--- config.mk ---
export PLATFORM = sky130hd
export DESIGN_NAME = sfc_regs
export DESIGN_NICKNAME = d
export VERILOG_FILES = /design/src/design/sfc_pkg.sv /design/src/design/sfc_regs.sv /design/src/design/sfc_shadow.sv /design/src/design/sfc_blank_ctrl.sv
export VERILOG_INCLUDE_DIRS = /design/src /design/src/design
export SDC_FILE = /design/constraint.sdc
export NUM_CORES = 1
export LEC_CHECK = 0
export ABC_AREA = 1
export BUFFER_PORTS_ARGS = -buffer_cell sky130_fd_sc_hd__buf_4
export CAP_MARGIN = 20
export CORE_MARGIN = 4
export CORE_UTILIZATION = 30
export CTS_CLUSTER_DIAMETER = 120
export CTS_CLUSTER_SIZE = 8
export DETAILED_ROUTE_END_ITERATION = 10
export PLACE_DENSITY = 0.49
export SLEW_MARGIN = 20
export SYNTH_ARGS = -nofsm -noshare
export SYNTH_HDL_FRONTEND = slang
export SYNTH_HIERARCHICAL = 1
export SYNTH_SLANG_ARGS = --single-unit
--- constraint.sdc ---
create_clock -name core_clk_i -period 2.5 [get_ports core_clk_i]
set_input_delay 0.25 -clock core_clk_i [delete_from_list [all_inputs] [get_ports core_clk_i]]
set_output_delay 0.25 -clock core_clk_i [all_outputs]
set_load 0.01 [all_outputs]
--- src/design/sfc_defs.svh ---
// register offsets, field positions, reset values and timing counts of the frame config bank
`ifndef SFC_DEFS_SVH
`define SFC_DEFS_SVH
// word indices as printed; byte address is four times the index
`define SFC_IDX_REGION_UPPER  4'h4
`define SFC_IDX_DARK_ROW      4'h5
`define SFC_IDX_PADDING_ROW   4'h6
`define SFC_IDX_TIME_BASE     4'h7
`define SFC_IDX_DURATION      4'h8
`define SFC_IDX_INTEGRATION   4'h9
`define SFC_IDX_SPARE_A       4'hA
`define SFC_IDX_SPARE_B       4'hB
`define SFC_IDX_ANALOG_GAIN   4'hC
`define SFC_IDX_DIGITAL_SCALE 4'hD
`define SFC_IDX_SYNC_MASK     4'hE
`define SFC_IDX_MODE_CTRL     4'hF
// reset values
`define SFC_RST_REGION_UPPER  16'h0000
`define SFC_RST_DARK_ROW      16'h0102
`define SFC_RST_PADDING_ROW   16'h0000
`define SFC_RST_TIME_BASE     16'h0001
`define SFC_RST_DURATION      16'h0000
`define SFC_RST_INTEGRATION   16'h0000
`define SFC_RST_ANALOG_GAIN   16'h01E2
`define SFC_RST_DIGITAL_SCALE 16'h0080
`define SFC_RST_SYNC_MASK     16'h033F
`define SFC_RST_MODE_CTRL     16'h0004
// writable bit masks
`define SFC_MSK_REGION_UPPER  16'hFFFC
`define SFC_MSK_DARK_ROW      16'h01FF
`define SFC_MSK_PADDING_ROW   16'h0FFF
`define SFC_MSK_ANALOG_GAIN   16'h3FFF
`define SFC_MSK_DIGITAL_SCALE 16'h0FFF
`define SFC_MSK_SYNC_MASK     16'h033F
`define SFC_MSK_MODE_CTRL     16'hFF85
// field positions
`define SFC_BIT_FIRST_LINE    8
`define SFC_BIT_GAIN_LAT      13
`define SFC_BIT_SYNC_LINEXT   0
`define SFC_BIT_SYNC_DARK     1
`define SFC_BIT_SYNC_PAD      2
`define SFC_BIT_SYNC_EXPO     3
`define SFC_BIT_SYNC_GAIN     4
`define SFC_BIT_SYNC_ROI      5
`define SFC_BIT_BLANK_ROI     8
`define SFC_BIT_BLANK_SUB     9
`define SFC_BIT_SHUTTER_ROLL  0
`define SFC_BIT_DUR_SELECT    2
`define SFC_BIT_SUBSAMPLE     7
`define SFC_BIT_BINNING       8
`define SFC_BIT_LINE_EXT_LO   9
// timing: time base tick period as printed, 1/68 MHz
`define SFC_TIME_BASE_HZ      68000000
`endif

--- src/design/sfc_pkg.sv ---
// types shared by the frame config bank modules
package sfc_pkg;
  typedef logic [15:0] sfc_word_t;
  typedef enum logic [1:0] {
    SFC_GAIN_IDLE,
    SFC_GAIN_WAIT_SOF,
    SFC_GAIN_DELAY_FRAME
  } sfc_gain_e;
endpackage

--- src/design/sfc_regs.sv ---
// frame config register bank: wishbone slave, shadows and active settings
//
// Functional notes
// - bits 2..15 enable regions 18..31, reset 0
// - dark row count bits 7:0, range 1-255
// - bit 8 blanks first line, reset 1
// - padding rows bits 11:0, rolling only
// - time base multiplier, 68 MHz units, reset 1
// - duration is reset or frame length
// - duration select: 0 reset, 1 frame
// - exposure in lines or time base units
// - column gain 4:0, front-end gain 12:5
// - gain latency bit delays gain one frame when sync bit 4 is set
// - sync bits 0-2 defer line settings
// - sync bit 3 defers exposure updates
// - sync bit 4 defers gain updates
// - sync bit 5 defers region enable updates
// - bit 8 blanks frame after region change
// - bit 9 blanks after subsampling change
// - sync register resets to 0x033F
//
// Design decision made here: the Wishbone interface to the registers.
`timescale 1ns/1ps
`default_nettype none
`include "sfc_defs.svh"
module sfc_regs
  import sfc_pkg::*;
#(
  parameter int ADDR_W = 6
) (
  input  wire logic        core_clk_i,
  input  wire logic        rstn_i,
  // ==========================================================
  // wishbone classic slave
  input  wire logic        wb_cyc_i,
  input  wire logic        wb_stb_i,
  input  wire logic        wb_we_i,
  input  wire logic [ADDR_W-1:0] wb_adr_i,
  input  wire logic [31:0] wb_dat_i,
  input  wire logic [3:0]  wb_sel_i,
  output logic      [31:0] wb_dat_o,
  output logic             wb_ack_o,
  // sequencer side
  input  wire logic        sof_i,
  output logic      [13:0] region_enable_o,
  output logic      [7:0]  dark_row_count_o,
  output logic             first_line_blank_o,
  output logic      [11:0] padding_row_count_o,
  output logic      [15:0] time_base_mult_o,
  output logic      [15:0] reset_length_o,
  output logic      [15:0] frame_length_o,
  output logic      [15:0] integration_lines_o,
  output logic      [15:0] integration_units_o,
  output logic      [4:0]  column_gain_o,
  output logic      [7:0]  frontend_gain_o,
  output logic      [11:0] digital_scale_factor_o,
  output logic      [8:0]  rolling_line_extension_o,
  output logic             rolling_shutter_o,
  output logic             blank_frame_o
);
  if (ADDR_W < 6) begin : g_bad_addr_w
    $error("sfc_regs: ADDR_W must be at least 6");
  end

  // ==========================================================
  // bus decode
  logic        ack_r;
  logic [31:0] rdata_r;
  logic        req;
  logic        wr_en;
  logic [3:0]  idx;
  logic        hit;

  assign req   = wb_cyc_i & wb_stb_i & ~ack_r;
  assign idx   = wb_adr_i[5:2];
  assign hit   = ((wb_adr_i >> 6) == '0) && (idx >= `SFC_IDX_REGION_UPPER);
  assign wr_en = req & wb_we_i & hit;

  // merge the written byte lanes into the old word, keeping only writable bits
  function automatic sfc_word_t merge(input sfc_word_t old_v, input logic [15:0] msk);
    sfc_word_t v;
    v = old_v;
    if (wb_sel_i[0]) v[7:0]  = wb_dat_i[7:0];
    if (wb_sel_i[1]) v[15:8] = wb_dat_i[15:8];
    return v & msk;
  endfunction

  function automatic logic wr_to(input logic [3:0] i);
    return wr_en && (idx == i);
  endfunction

  // ==========================================================
  // software-visible shadow registers
  sfc_word_t region_r, dark_r, pad_r, tbase_r, dur_r, integ_r, again_r;
  sfc_word_t dscale_r, sync_r, mode_r;

  always_ff @(posedge core_clk_i or negedge rstn_i) begin
    if (!rstn_i) begin
      region_r <= `SFC_RST_REGION_UPPER;
      dark_r   <= `SFC_RST_DARK_ROW;
      pad_r    <= `SFC_RST_PADDING_ROW;
      tbase_r  <= `SFC_RST_TIME_BASE;
      dur_r    <= `SFC_RST_DURATION;
      integ_r  <= `SFC_RST_INTEGRATION;
      again_r  <= `SFC_RST_ANALOG_GAIN;
      dscale_r <= `SFC_RST_DIGITAL_SCALE;
      sync_r   <= `SFC_RST_SYNC_MASK;
      mode_r   <= `SFC_RST_MODE_CTRL;
    end else begin
      if (wr_to(`SFC_IDX_REGION_UPPER)) region_r <= merge(region_r, `SFC_MSK_REGION_UPPER);
      // a zero dark count is outside range and is refused, the old count stays
      if (wr_to(`SFC_IDX_DARK_ROW)) begin
        if (merge(dark_r, `SFC_MSK_DARK_ROW) != 16'h0000 && merge(dark_r, 16'h00FF) != 16'h0000)
          dark_r <= merge(dark_r, `SFC_MSK_DARK_ROW);
      end
      if (wr_to(`SFC_IDX_PADDING_ROW))   pad_r    <= merge(pad_r, `SFC_MSK_PADDING_ROW);
      if (wr_to(`SFC_IDX_TIME_BASE))     tbase_r  <= merge(tbase_r, 16'hFFFF);
      if (wr_to(`SFC_IDX_DURATION))      dur_r    <= merge(dur_r, 16'hFFFF);
      if (wr_to(`SFC_IDX_INTEGRATION))   integ_r  <= merge(integ_r, 16'hFFFF);
      if (wr_to(`SFC_IDX_ANALOG_GAIN))   again_r  <= merge(again_r, `SFC_MSK_ANALOG_GAIN);
      if (wr_to(`SFC_IDX_DIGITAL_SCALE)) dscale_r <= merge(dscale_r, `SFC_MSK_DIGITAL_SCALE);
      if (wr_to(`SFC_IDX_SYNC_MASK))     sync_r   <= merge(sync_r, `SFC_MSK_SYNC_MASK);
      if (wr_to(`SFC_IDX_MODE_CTRL))     mode_r   <= merge(mode_r, `SFC_MSK_MODE_CTRL);
    end
  end

  // ==========================================================
  // active copies, loaded the cycle after the write or at frame start per sync bit
  logic [13:0] region_act;
  sfc_word_t   dark_act, pad_act, expo_tb_act, expo_dur_act, expo_int_act, mode_act;
  logic        wr_region, wr_dark, wr_pad, wr_expo, wr_mode;

  assign wr_region = wr_to(`SFC_IDX_REGION_UPPER);
  assign wr_dark   = wr_to(`SFC_IDX_DARK_ROW);
  assign wr_pad    = wr_to(`SFC_IDX_PADDING_ROW);
  assign wr_mode   = wr_to(`SFC_IDX_MODE_CTRL);
  assign wr_expo   = wr_to(`SFC_IDX_TIME_BASE) | wr_to(`SFC_IDX_DURATION)
                   | wr_to(`SFC_IDX_INTEGRATION);

  // loading on the cycle after the write keeps the active copy equal to the shadow
  logic ld_region_r, ld_dark_r, ld_pad_r, ld_expo_r, ld_mode_r;
  always_ff @(posedge core_clk_i or negedge rstn_i) begin
    if (!rstn_i) begin
      ld_region_r <= 1'b0;
      ld_dark_r   <= 1'b0;
      ld_pad_r    <= 1'b0;
      ld_expo_r   <= 1'b0;
      ld_mode_r   <= 1'b0;
    end else begin
      ld_region_r <= wr_region;
      ld_dark_r   <= wr_dark;
      ld_pad_r    <= wr_pad;
      ld_expo_r   <= wr_expo;
      ld_mode_r   <= wr_mode;
    end
  end

  sfc_shadow #(.WIDTH(14), .RST_VALUE(16'h0000)) u_region (
    .core_clk_i (core_clk_i),
    .rstn_i     (rstn_i),
    .load_i     (ld_region_r),
    .shadow_i   (region_r[15:2]),
    .sync_i     (sync_r[`SFC_BIT_SYNC_ROI]),
    .sof_i      (sof_i),
    .active_o   (region_act)
  );
  sfc_shadow #(.WIDTH(16), .RST_VALUE(`SFC_RST_DARK_ROW)) u_dark (
    .core_clk_i (core_clk_i),
    .rstn_i     (rstn_i),
    .load_i     (ld_dark_r),
    .shadow_i   (dark_r),
    .sync_i     (sync_r[`SFC_BIT_SYNC_DARK]),
    .sof_i      (sof_i),
    .active_o   (dark_act)
  );
  sfc_shadow #(.WIDTH(16), .RST_VALUE(`SFC_RST_PADDING_ROW)) u_pad (
    .core_clk_i (core_clk_i),
    .rstn_i     (rstn_i),
    .load_i     (ld_pad_r),
    .shadow_i   (pad_r),
    .sync_i     (sync_r[`SFC_BIT_SYNC_PAD]),
    .sof_i      (sof_i),
    .active_o   (pad_act)
  );
  sfc_shadow #(.WIDTH(16), .RST_VALUE(`SFC_RST_TIME_BASE)) u_tbase (
    .core_clk_i (core_clk_i),
    .rstn_i     (rstn_i),
    .load_i     (ld_expo_r),
    .shadow_i   (tbase_r),
    .sync_i     (sync_r[`SFC_BIT_SYNC_EXPO]),
    .sof_i      (sof_i),
    .active_o   (expo_tb_act)
  );
  sfc_shadow #(.WIDTH(16), .RST_VALUE(`SFC_RST_DURATION)) u_dur (
    .core_clk_i (core_clk_i),
    .rstn_i     (rstn_i),
    .load_i     (ld_expo_r),
    .shadow_i   (dur_r),
    .sync_i     (sync_r[`SFC_BIT_SYNC_EXPO]),
    .sof_i      (sof_i),
    .active_o   (expo_dur_act)
  );
  sfc_shadow #(.WIDTH(16), .RST_VALUE(`SFC_RST_INTEGRATION)) u_integ (
    .core_clk_i (core_clk_i),
    .rstn_i     (rstn_i),
    .load_i     (ld_expo_r),
    .shadow_i   (integ_r),
    .sync_i     (sync_r[`SFC_BIT_SYNC_EXPO]),
    .sof_i      (sof_i),
    .active_o   (expo_int_act)
  );
  // line extension lives in the mode word; it follows its own sync bit
  sfc_shadow #(.WIDTH(16), .RST_VALUE(`SFC_RST_MODE_CTRL)) u_mode (
    .core_clk_i (core_clk_i),
    .rstn_i     (rstn_i),
    .load_i     (ld_mode_r),
    .shadow_i   (mode_r),
    .sync_i     (sync_r[`SFC_BIT_SYNC_LINEXT]),
    .sof_i      (sof_i),
    .active_o   (mode_act)
  );

  // ==========================================================
  // gain pipeline: optional extra frame of latency
  sfc_gain_e gain_st_r;
  logic [12:0] gain_pend_r;
  logic        gain_lat;
  assign gain_lat = again_r[`SFC_BIT_GAIN_LAT];

  always_ff @(posedge core_clk_i or negedge rstn_i) begin
    if (!rstn_i) begin
      gain_st_r       <= SFC_GAIN_IDLE;
      gain_pend_r     <= 13'h01E2;
      column_gain_o   <= 5'h02;
      frontend_gain_o <= 8'h0F;
    end else begin
      case (gain_st_r)
        SFC_GAIN_IDLE: begin
          if (wr_to(`SFC_IDX_ANALOG_GAIN)) begin
            gain_st_r <= SFC_GAIN_WAIT_SOF;
          end
        end
        SFC_GAIN_WAIT_SOF: begin
          gain_pend_r <= again_r[12:0];
          if (!sync_r[`SFC_BIT_SYNC_GAIN]) begin
            {frontend_gain_o, column_gain_o} <= again_r[12:0];
            gain_st_r <= SFC_GAIN_IDLE;
          end else if (sof_i) begin
            if (gain_lat) begin
              gain_st_r <= SFC_GAIN_DELAY_FRAME;
            end else begin
              {frontend_gain_o, column_gain_o} <= again_r[12:0];
              gain_st_r <= SFC_GAIN_IDLE;
            end
          end
        end
        SFC_GAIN_DELAY_FRAME: begin
          if (sof_i) begin
            {frontend_gain_o, column_gain_o} <= gain_pend_r;
            gain_st_r <= (wr_to(`SFC_IDX_ANALOG_GAIN) || again_r[12:0] != gain_pend_r)
                       ? SFC_GAIN_WAIT_SOF : SFC_GAIN_IDLE;
          end
        end
        default: gain_st_r <= SFC_GAIN_IDLE;
      endcase
    end
  end

  // ==========================================================
  // frame blanking after region or subsampling switches
  logic [13:0] region_prev_r;
  logic [1:0]  sub_prev_r;
  logic        blank_w;
  always_ff @(posedge core_clk_i or negedge rstn_i) begin
    if (!rstn_i) begin
      region_prev_r <= 14'h0000;
      sub_prev_r    <= 2'b00;
    end else begin
      region_prev_r <= region_act;
      sub_prev_r    <= {mode_act[`SFC_BIT_BINNING], mode_act[`SFC_BIT_SUBSAMPLE]};
    end
  end

  sfc_blank_ctrl u_blank (
    .core_clk_i      (core_clk_i),
    .rstn_i          (rstn_i),
    .sof_i           (sof_i),
    .region_change_i (region_prev_r != region_act),
    .sub_change_i    (sub_prev_r != {mode_act[`SFC_BIT_BINNING], mode_act[`SFC_BIT_SUBSAMPLE]}),
    .blank_roi_en_i  (sync_r[`SFC_BIT_BLANK_ROI]),
    .blank_sub_en_i  (sync_r[`SFC_BIT_BLANK_SUB]),
    .rolling_i       (mode_act[`SFC_BIT_SHUTTER_ROLL]),
    .blank_frame_o   (blank_w)
  );

  // ==========================================================
  // registered outputs to the sequencer
  always_ff @(posedge core_clk_i or negedge rstn_i) begin
    if (!rstn_i) begin
      region_enable_o          <= 14'h0000;
      dark_row_count_o         <= 8'h02;
      first_line_blank_o       <= 1'b1;
      padding_row_count_o      <= 12'h000;
      time_base_mult_o         <= 16'h0001;
      reset_length_o           <= 16'h0000;
      frame_length_o           <= 16'h0000;
      integration_lines_o      <= 16'h0000;
      integration_units_o      <= 16'h0000;
      digital_scale_factor_o   <= 12'h080;
      rolling_line_extension_o <= 9'h000;
      rolling_shutter_o        <= 1'b0;
      blank_frame_o            <= 1'b0;
    end else begin
      region_enable_o    <= region_act;
      dark_row_count_o   <= dark_act[7:0];
      first_line_blank_o <= dark_act[`SFC_BIT_FIRST_LINE];
      // padding rows only matter under rolling shutter
      padding_row_count_o <= mode_act[`SFC_BIT_SHUTTER_ROLL] ? pad_act[11:0] : 12'h000;
      // time base and durations are passed on in both shutter modes
      time_base_mult_o <= expo_tb_act;
      reset_length_o   <= mode_act[`SFC_BIT_DUR_SELECT] ? 16'h0000 : expo_dur_act;
      frame_length_o   <= mode_act[`SFC_BIT_DUR_SELECT] ? expo_dur_act : 16'h0000;
      integration_lines_o <= mode_act[`SFC_BIT_SHUTTER_ROLL] ? expo_int_act : 16'h0000;
      integration_units_o <= mode_act[`SFC_BIT_SHUTTER_ROLL] ? 16'h0000 : expo_int_act;
      digital_scale_factor_o   <= dscale_r[11:0];
      rolling_line_extension_o <= {2'b00, mode_act[15:`SFC_BIT_LINE_EXT_LO]};
      rolling_shutter_o        <= mode_act[`SFC_BIT_SHUTTER_ROLL];
      blank_frame_o            <= blank_w;
    end
  end

  // ==========================================================
  // read mux and single-wait-state ack; spares and unmapped read zero
  always_ff @(posedge core_clk_i or negedge rstn_i) begin
    if (!rstn_i) begin
      ack_r   <= 1'b0;
      rdata_r <= 32'h0000_0000;
    end else begin
      ack_r <= req;
      if (req && !wb_we_i && hit) begin
        case (idx)
          `SFC_IDX_REGION_UPPER:  rdata_r <= {16'h0000, region_r};
          `SFC_IDX_DARK_ROW:      rdata_r <= {16'h0000, dark_r};
          `SFC_IDX_PADDING_ROW:   rdata_r <= {16'h0000, pad_r};
          `SFC_IDX_TIME_BASE:     rdata_r <= {16'h0000, tbase_r};
          `SFC_IDX_DURATION:      rdata_r <= {16'h0000, dur_r};
          `SFC_IDX_INTEGRATION:   rdata_r <= {16'h0000, integ_r};
          `SFC_IDX_ANALOG_GAIN:   rdata_r <= {16'h0000, again_r};
          `SFC_IDX_DIGITAL_SCALE: rdata_r <= {16'h0000, dscale_r};
          `SFC_IDX_SYNC_MASK:     rdata_r <= {16'h0000, sync_r};
          `SFC_IDX_MODE_CTRL:     rdata_r <= {16'h0000, mode_r};
          default:                rdata_r <= 32'h0000_0000;
        endcase
      end else if (req) begin
        rdata_r <= 32'h0000_0000;
      end
    end
  end

  assign wb_ack_o = ack_r;
  assign wb_dat_o = rdata_r;
endmodule
`default_nettype wire

--- src/design/sfc_shadow.sv ---
// shadow/active register pair with optional start-of-frame synchronisation
`timescale 1ns/1ps
`default_nettype none
module sfc_shadow #(
  parameter int          WIDTH     = 16,
  parameter logic [15:0] RST_VALUE = 16'h0000
) (
  input  wire logic             core_clk_i,
  input  wire logic             rstn_i,
  input  wire logic             load_i,
  input  wire logic [WIDTH-1:0] shadow_i,
  input  wire logic             sync_i,
  input  wire logic             sof_i,
  output logic      [WIDTH-1:0] active_o
);
  if (WIDTH < 1 || WIDTH > 16) begin : g_bad_width
    $error("sfc_shadow: WIDTH must be 1..16");
  end

  // synced settings wait for frame start; otherwise they follow the write at once
  always_ff @(posedge core_clk_i or negedge rstn_i) begin
    if (!rstn_i) begin
      active_o <= RST_VALUE[WIDTH-1:0];
    end else if (sync_i ? sof_i : load_i) begin
      active_o <= shadow_i;
    end
  end
endmodule
`default_nettype wire

--- src/design/sfc_blank_ctrl.sv ---
// decides whether the next frame is blanked after region or subsampling changes
`timescale 1ns/1ps
`default_nettype none
module sfc_blank_ctrl (
  input  wire logic core_clk_i,
  input  wire logic rstn_i,
  input  wire logic sof_i,
  input  wire logic region_change_i,
  input  wire logic sub_change_i,
  input  wire logic blank_roi_en_i,
  input  wire logic blank_sub_en_i,
  input  wire logic rolling_i,
  output logic      blank_frame_o
);
  logic pend_roi_r;
  logic pend_sub_r;

  // change seen since last frame start; a change at the frame edge is kept
  always_ff @(posedge core_clk_i or negedge rstn_i) begin
    if (!rstn_i) begin
      pend_roi_r <= 1'b0;
      pend_sub_r <= 1'b0;
    end else begin
      pend_roi_r <= region_change_i | (pend_roi_r & ~sof_i);
      pend_sub_r <= sub_change_i | (pend_sub_r & ~sof_i);
    end
  end

  // rolling shutter always blanks after a subsampling or binning switch
  always_ff @(posedge core_clk_i or negedge rstn_i) begin
    if (!rstn_i) begin
      blank_frame_o <= 1'b0;
    end else if (sof_i) begin
      blank_frame_o <= (pend_roi_r & blank_roi_en_i)
                     | (pend_sub_r & (blank_sub_en_i | rolling_i));
    end
  end
endmodule
`default_nettype wire

==> metrics.txt, run 1 <==
status finished clean; die area 61100 um2; Setup Skew 0.0112 ns; first-pass GRT wire length 78700 um; Ports 232; Max FO, Critical Path 29; crit share post-route 80.4%; HPWL Detailed 36500 um; Post-Route WL 51200 um; Max H-tree Level 2; crit path capture type register; Max Slew Vio Count 0; Detailed Route Iter0 Violations 1028; buffer levels on the longest clock path 3; DRC 0; Post-DP Area 19200 um2; FF-to-FF path depth 6; Min-Delay Path Class in2reg; Arr. time, crit path 2.44 ns; Lkg Pwr 10.8 nW; highest-delay cell along the critical path and2_1; CTS tree yes; Hold Path Depth 4; total global-route track usage 16.9%; PD cells 806 nW/um2; synthesized instance count 1859; CP startpoint kind register; unrepaired setup endpoints after global routing no; vias per cell 4.52; Fmax achieved 0.498 GHz; Fill cells 5736; Setup-failing EPs final 0; area of the multi-input gates 5450 um2; max_cap viols 0; ANT nets after route 0; initial antenna violation count 3; gr ovfl total 0; CTS buffer count 57; Nets 2116; worst setup path class reg2reg; fin area 20900 um2; Vias 13.0k; DRT Pass-1 Iters 5; GPL Wtd Cong 0.865; Clock Latency Late Sink 0.59 ns; root buf cell clkbuf_16; relative slew slack 50.0%; clock slew at reported path FFs 0.05 ns; Die H 247 um; Num Clock Sinks 413; initial core utilization 30.4%; synth warn 6; mapped cell area 17200 um2; Final Critical Period 2.01 ns; vias in the first global route 13.1k; die width 247 um; postcts setup bufs 0; slowest stage delay, CP 0.63 ns; post-cts sizing count 0; layout cell share with drive strength beyond 1 18.7%; area delta synth->final 21.6%; core box area 56500 um2; most frequent CP cell nor2_1; Worst-Margin Slew 0.750 ns; Max IR drop VDD 0.492 mV; critical-path cell list inv_1 > or2_2 > nor2_1 > nor2_1 > and2_1 > o21ai_0; # rows 87; average wire per standard cell 17.8 um; TNS Setup 0 ns; Port Buffers 193; Register Area 10400 um2; Syn Area/Cell 9.23 um2; Worst EP required 2.93 ns; Hold Fails Final Rpt 0; pin count of the biggest net entering global routing 76
-- metal layers --
metal  up-vias  routed length (um)  share of wire (%)  track usage, %
met3        97                3060                6.0            3.59
li1       6302                   -                  -               -
met4         6                1340                2.6            4.94
met1      6196               23200                 45            23.2
met5         -                  46              0.090               0
met2       368               23500                 46            26.9
-- state kept, by name, summed over array words and instances, names as in the netlist, 16 cells and up --
signal and flops:
dur_r 16, frame_length_o 16, integ_r 16, integration_lines_o 16
integration_units_o 16, reset_length_o 16, tbase_r 16, time_base_mult_o 16
u_dur/active_o 16, u_integ/active_o 16, u_tbase/active_o 16, wb_dat_o 16
-- critical path: cells and delay by family, from the launching register on --
kind,cells,cell delay [ns]
simple gates,4,1.24
flops,1,0.37
compound gates,1,0.16
buf+inv,1,0.08
-- power breakdown --
group          switching [mW]  internal, mW  total (mW)  leakage (nW)
logic                    1.07         0.734        1.81          4.46
clock network            2.85          4.31        7.17         0.780
registers               0.490          7.35        7.84          5.57
-- cell usage in the layout, fill, tap and decap left out, drive strengths merged --
cell type,n
nand2,594
dfrtp,377
nand3,250
buf,225
inv,177
o21ai,175
nor2,107
clkbuf,104
dfstp,36
conb,18
nand3b,15
xnor2,12
nor3,4
o2111ai,3
nand4,3
clkinv,3
or2,2
a21oi,2
dlygate4sd3,2
o21bai,2
diode,1
a31oi,1
and2,1
o22ai,1
mux2,1
-- final timing paths --
| kind | end | slack [ns] | from |
|---|---|---|---|
| max reg2reg | column_gain_o[3]$_DFFE_PN0P_ | 0.49 | gain_st_r[1]$_DFFE_PN0P_ |
| min | dark_r[8]$_DFFE_PN1P_ | 0.07 | wb_dat_i[8] |
| max | column_gain_o[3]$_DFFE_PN0P_ | 0.49 | gain_st_r[1]$_DFFE_PN0P_ |
| min reg2reg | first_line_blank_o$_DFF_PN1_ | 0.37 | u_dark/active_o[8]$_DFFE_PN1P_ |
| min in group asynchronous | rolling_shutter_o$_DFF_PN0_ | 0.20 | rstn_i |
| max in group asynchronous | dark_row_count_o[1]$_DFF_PN1_ | 1.49 | rstn_i |
-- layout make-up --
class | instances | share of cell area, %
antenna | 1 | 0.0120
clock buffer | 104 | 7.78
clock inverter | 2 | 0.102
inverter | 178 | 3.20
multi-input combinational | 1191 | 26.1
sequential | 413 | 49.7
tap | 756 | 4.53
timing repair buffer | 227 | 8.53
-- metrics by stage --
step	worst slack [ns]	total power [mW]	hold slack [ns]	util, %	instances
after CTS	0.454	17.1	0.0257	36.9	2871
after floorplan	0.916	8.84	-0.0456	-	1876
after detailed placement	0.474	9.79	0.208	34.0	2763
final	0.491	16.8	0.0717	36.9	2872
after global placement	0.474	9.75	0.205	34.0	2763
after global routing	0.198	17.7	0.0708	36.9	2871
-- timing repair --
action,in CTS,in global routing
hold buffers,2,0
setup endpoints to repair,0,0
hold endpoints to repair,92,0
(Power assumes the default switching activity.)
==> run 2, diff against run 1 <==
- PLACE_DENSITY: 0.49 -> 0.51
- clock period: 2.5 -> 1.68 ns (I/O delays scaled with it)
==> metrics.txt, run 2 (same netlist as run 1, synthesis figures left out) <==
status finished clean; CP startpoint kind input port; Detailed Route Iter0 Violations 950 (-7.6%); most frequent cells in the layout 564 x nand2_1, 377 x dfrtp_1, 251 x buf_4, 230 x nand3_1, 165 x inv_1; Arr. time, crit path 2.06 ns (-0.38 ns); CTS tree yes; total global-route track usage 16.8% (-0.042 points); Final Critical Period 1.61 ns; initial antenna violation count 2 (-1); Ports 232 (unchanged); HPWL Detailed 37000 um (+1.4%); vias in the first global route 13.4k (+2.3%); most frequent CP cell nand2_1; Nets 2163 (+2.2%); Vias 13.4k (+3.4%); Clk pwr share 42.6% (about the same); Global Route met2 Usage 27.4% (+0.54 points); Internal 18.6 mW (+50%); CTS buffer count 57 (unchanged); combinational power share 11.1% (+0.3 points); Post-DP Area 19600 um2 (+2.0%); core box area 56500 um2 (unchanged); relative slew slack 56.9% (+6.9 points); CP top delay family buffers and inverters; pin count of the biggest net entering global routing 68 (-11%); slowest stage delay, CP 0.56 ns (-0.07 ns); postcts setup bufs 0 (unchanged); unrepaired setup endpoints after global routing no; PD cells 1180 nW/um2 (+46%); buffer levels on the longest clock path 3 (unchanged); Inst Count DP 2803 (+1.4%); Port Buffers 193 (unchanged); Hold Fails Final Rpt 0 (unchanged); Num Clock Sinks 413 (unchanged); highest-delay cell along the critical path dlygate4sd3_1; Setup Skew 0.0206 ns (+0.00934 ns); crit path capture type register; # rows 87 (unchanged); critical-path cell list dlygate4sd3_1 > buf_4 > nor2_2 > buf_12 > nand2_1 > nor2_1 > nand2_1 > buf_4 > nand2_1 > o21ai_0; worst setup path class in2reg; layout cell share with drive strength beyond 1 20.3% (+1.5 points); Max FO, Critical Path 16 (-45%); global-route met1 utilization 22.7% (-0.44 points); die area 61100 um2 (unchanged); Fmax achieved 0.621 GHz; area delta synth->final 24.5%; GPL Wtd Cong 0.910 (+5.2%); root buf cell clkbuf_16; initial core utilization 30.4% (unchanged); Die H 247 um (unchanged); Worst-Margin Slew 0.646 ns (-0.103 ns); DRT Pass-1 Iters 5 (unchanged); Max H-tree Level 2 (unchanged); Finished Layout Cells 2919 (+1.6%); Setup-failing EPs final 0 (unchanged); first-pass GRT wire length 79000 um (+0.32%); max_cap viols 0 (unchanged); clock slew at reported path FFs 0.05 ns (about the same); die width 247 um (unchanged); Worst EP required 2.13 ns (-0.80 ns); Flop pwr share 46.3% (-0.3 points); gr ovfl total 0 (unchanged); ANT nets after route 0 (unchanged); Post-Route WL 51400 um (+0.42%); Max Slew Vio Count 0 (unchanged); Sw Share 26.1% (-0.18 points); most common cell after layout, fill and taps aside nand2_1; Min-Delay Path Class in2reg; Max IR drop VDD 0.848 mV (+72%); P_sw 6.57 mW (+49%); reg2reg setup slack 0.09 ns (-0.40 ns); met3 Use GR 3.12% (-0.47 points); Top Usage Layer GRT met2; DRC 0 (unchanged); Lkg Pwr 11.1 nW (+2.4%); Clock Latency Late Sink 0.60 ns (about the same); crit share post-route 95.8%; average wire per standard cell 17.6 um (-1.2%); vias per cell 4.60 (+1.8%); WP buf/inv 4 (+3); fin area 21400 um2 (+2.4%)
-- run 2: final timing paths --
check / start / to / cells after the start
setup / recovery: wb_adr_i[2] / dur_r[12]$_DFFE_PN0P_ / 10
hold / removal: wb_dat_i[15] / tbase_r[15]$_DFFE_PN0P_ / 3
setup reg to reg: wb_ack_o$_DFF_PN0_ / dur_r[12]$_DFFE_PN0P_ / 8
hold reg to reg: u_tbase/active_o[0]$_DFFE_PN1P_ / time_base_mult_o[0]$_DFF_PN1_ / 0
max in group asynchronous: rstn_i / sync_r[5]$_DFFE_PN1P_ / 3
min in group asynchronous: rstn_i / u_dur/active_o[2]$_DFFE_PN0P_ / 2
-- run 2: tightest hold or removal path, stage by stage --
cell,delay (ns)
buf_4,0.08
inv_1,0.16
o21ai_1,0.17
-- run 2: layer usage --
layer	vias up	wire length (um)
met4	0	1340
met1	6540	22700
li1	6385	-
met5	-	0
met3	85	3310
met2	404	24100
-- run 2: area by class of cell --
class / count / area, um2
fillers: 5682 / 35100
clock inverters: 2 / 13.8
diodes: 1 / 2.50
repair buffers: 274 / 2240
clock buffers: 104 / 1650
multi-input cells: 1191 / 5460
inverters: 178 / 668
well taps: 756 / 946
flip-flops and latches: 413 / 10400
-- run 2: timing repair --
action,4_1_cts,5_1_grt
endpoints found under the hold margin,385,0
setup endpoints to repair,18,58
hold buffers,9,0
resized for setup,1,4
-- run 2: power groups by stage --
stage / registers [mW] / clock network [mW] / logic [mW]
CTS: 11.7 / 11.1 / 2.85
detailed placement: 11.8 / 0 / 2.82
global route: 11.8 / 11.5 / 3.19
global placement: 11.8 / 0 / 2.78
floorplan: 11.7 / 0 / 1.44
finish: 11.6 / 10.7 / 2.79
-- run 2: stage by stage --
stage / total power [mW] / utilization (%) / setup WS [ns] / hold slack [ns] / setup TNS, ns
3_3_place_gp: 14.6 / 34.7 / -0.00809 / 0.0800 / -0.0142
2_1_floorplan: 13.2 / - / 0.0961 / -0.128 / 0
3_5_place_dp: 14.6 / 34.7 / -0.0150 / 0.0742 / -0.0447
4_1_cts: 25.6 / 37.8 / 0.0645 / 0.00471 / 0
6_report: 25.2 / 37.8 / 0.0698 / 0.0314 / 0
5_1_grt: 26.4 / 37.8 / 0.00221 / 0.0154 / 0
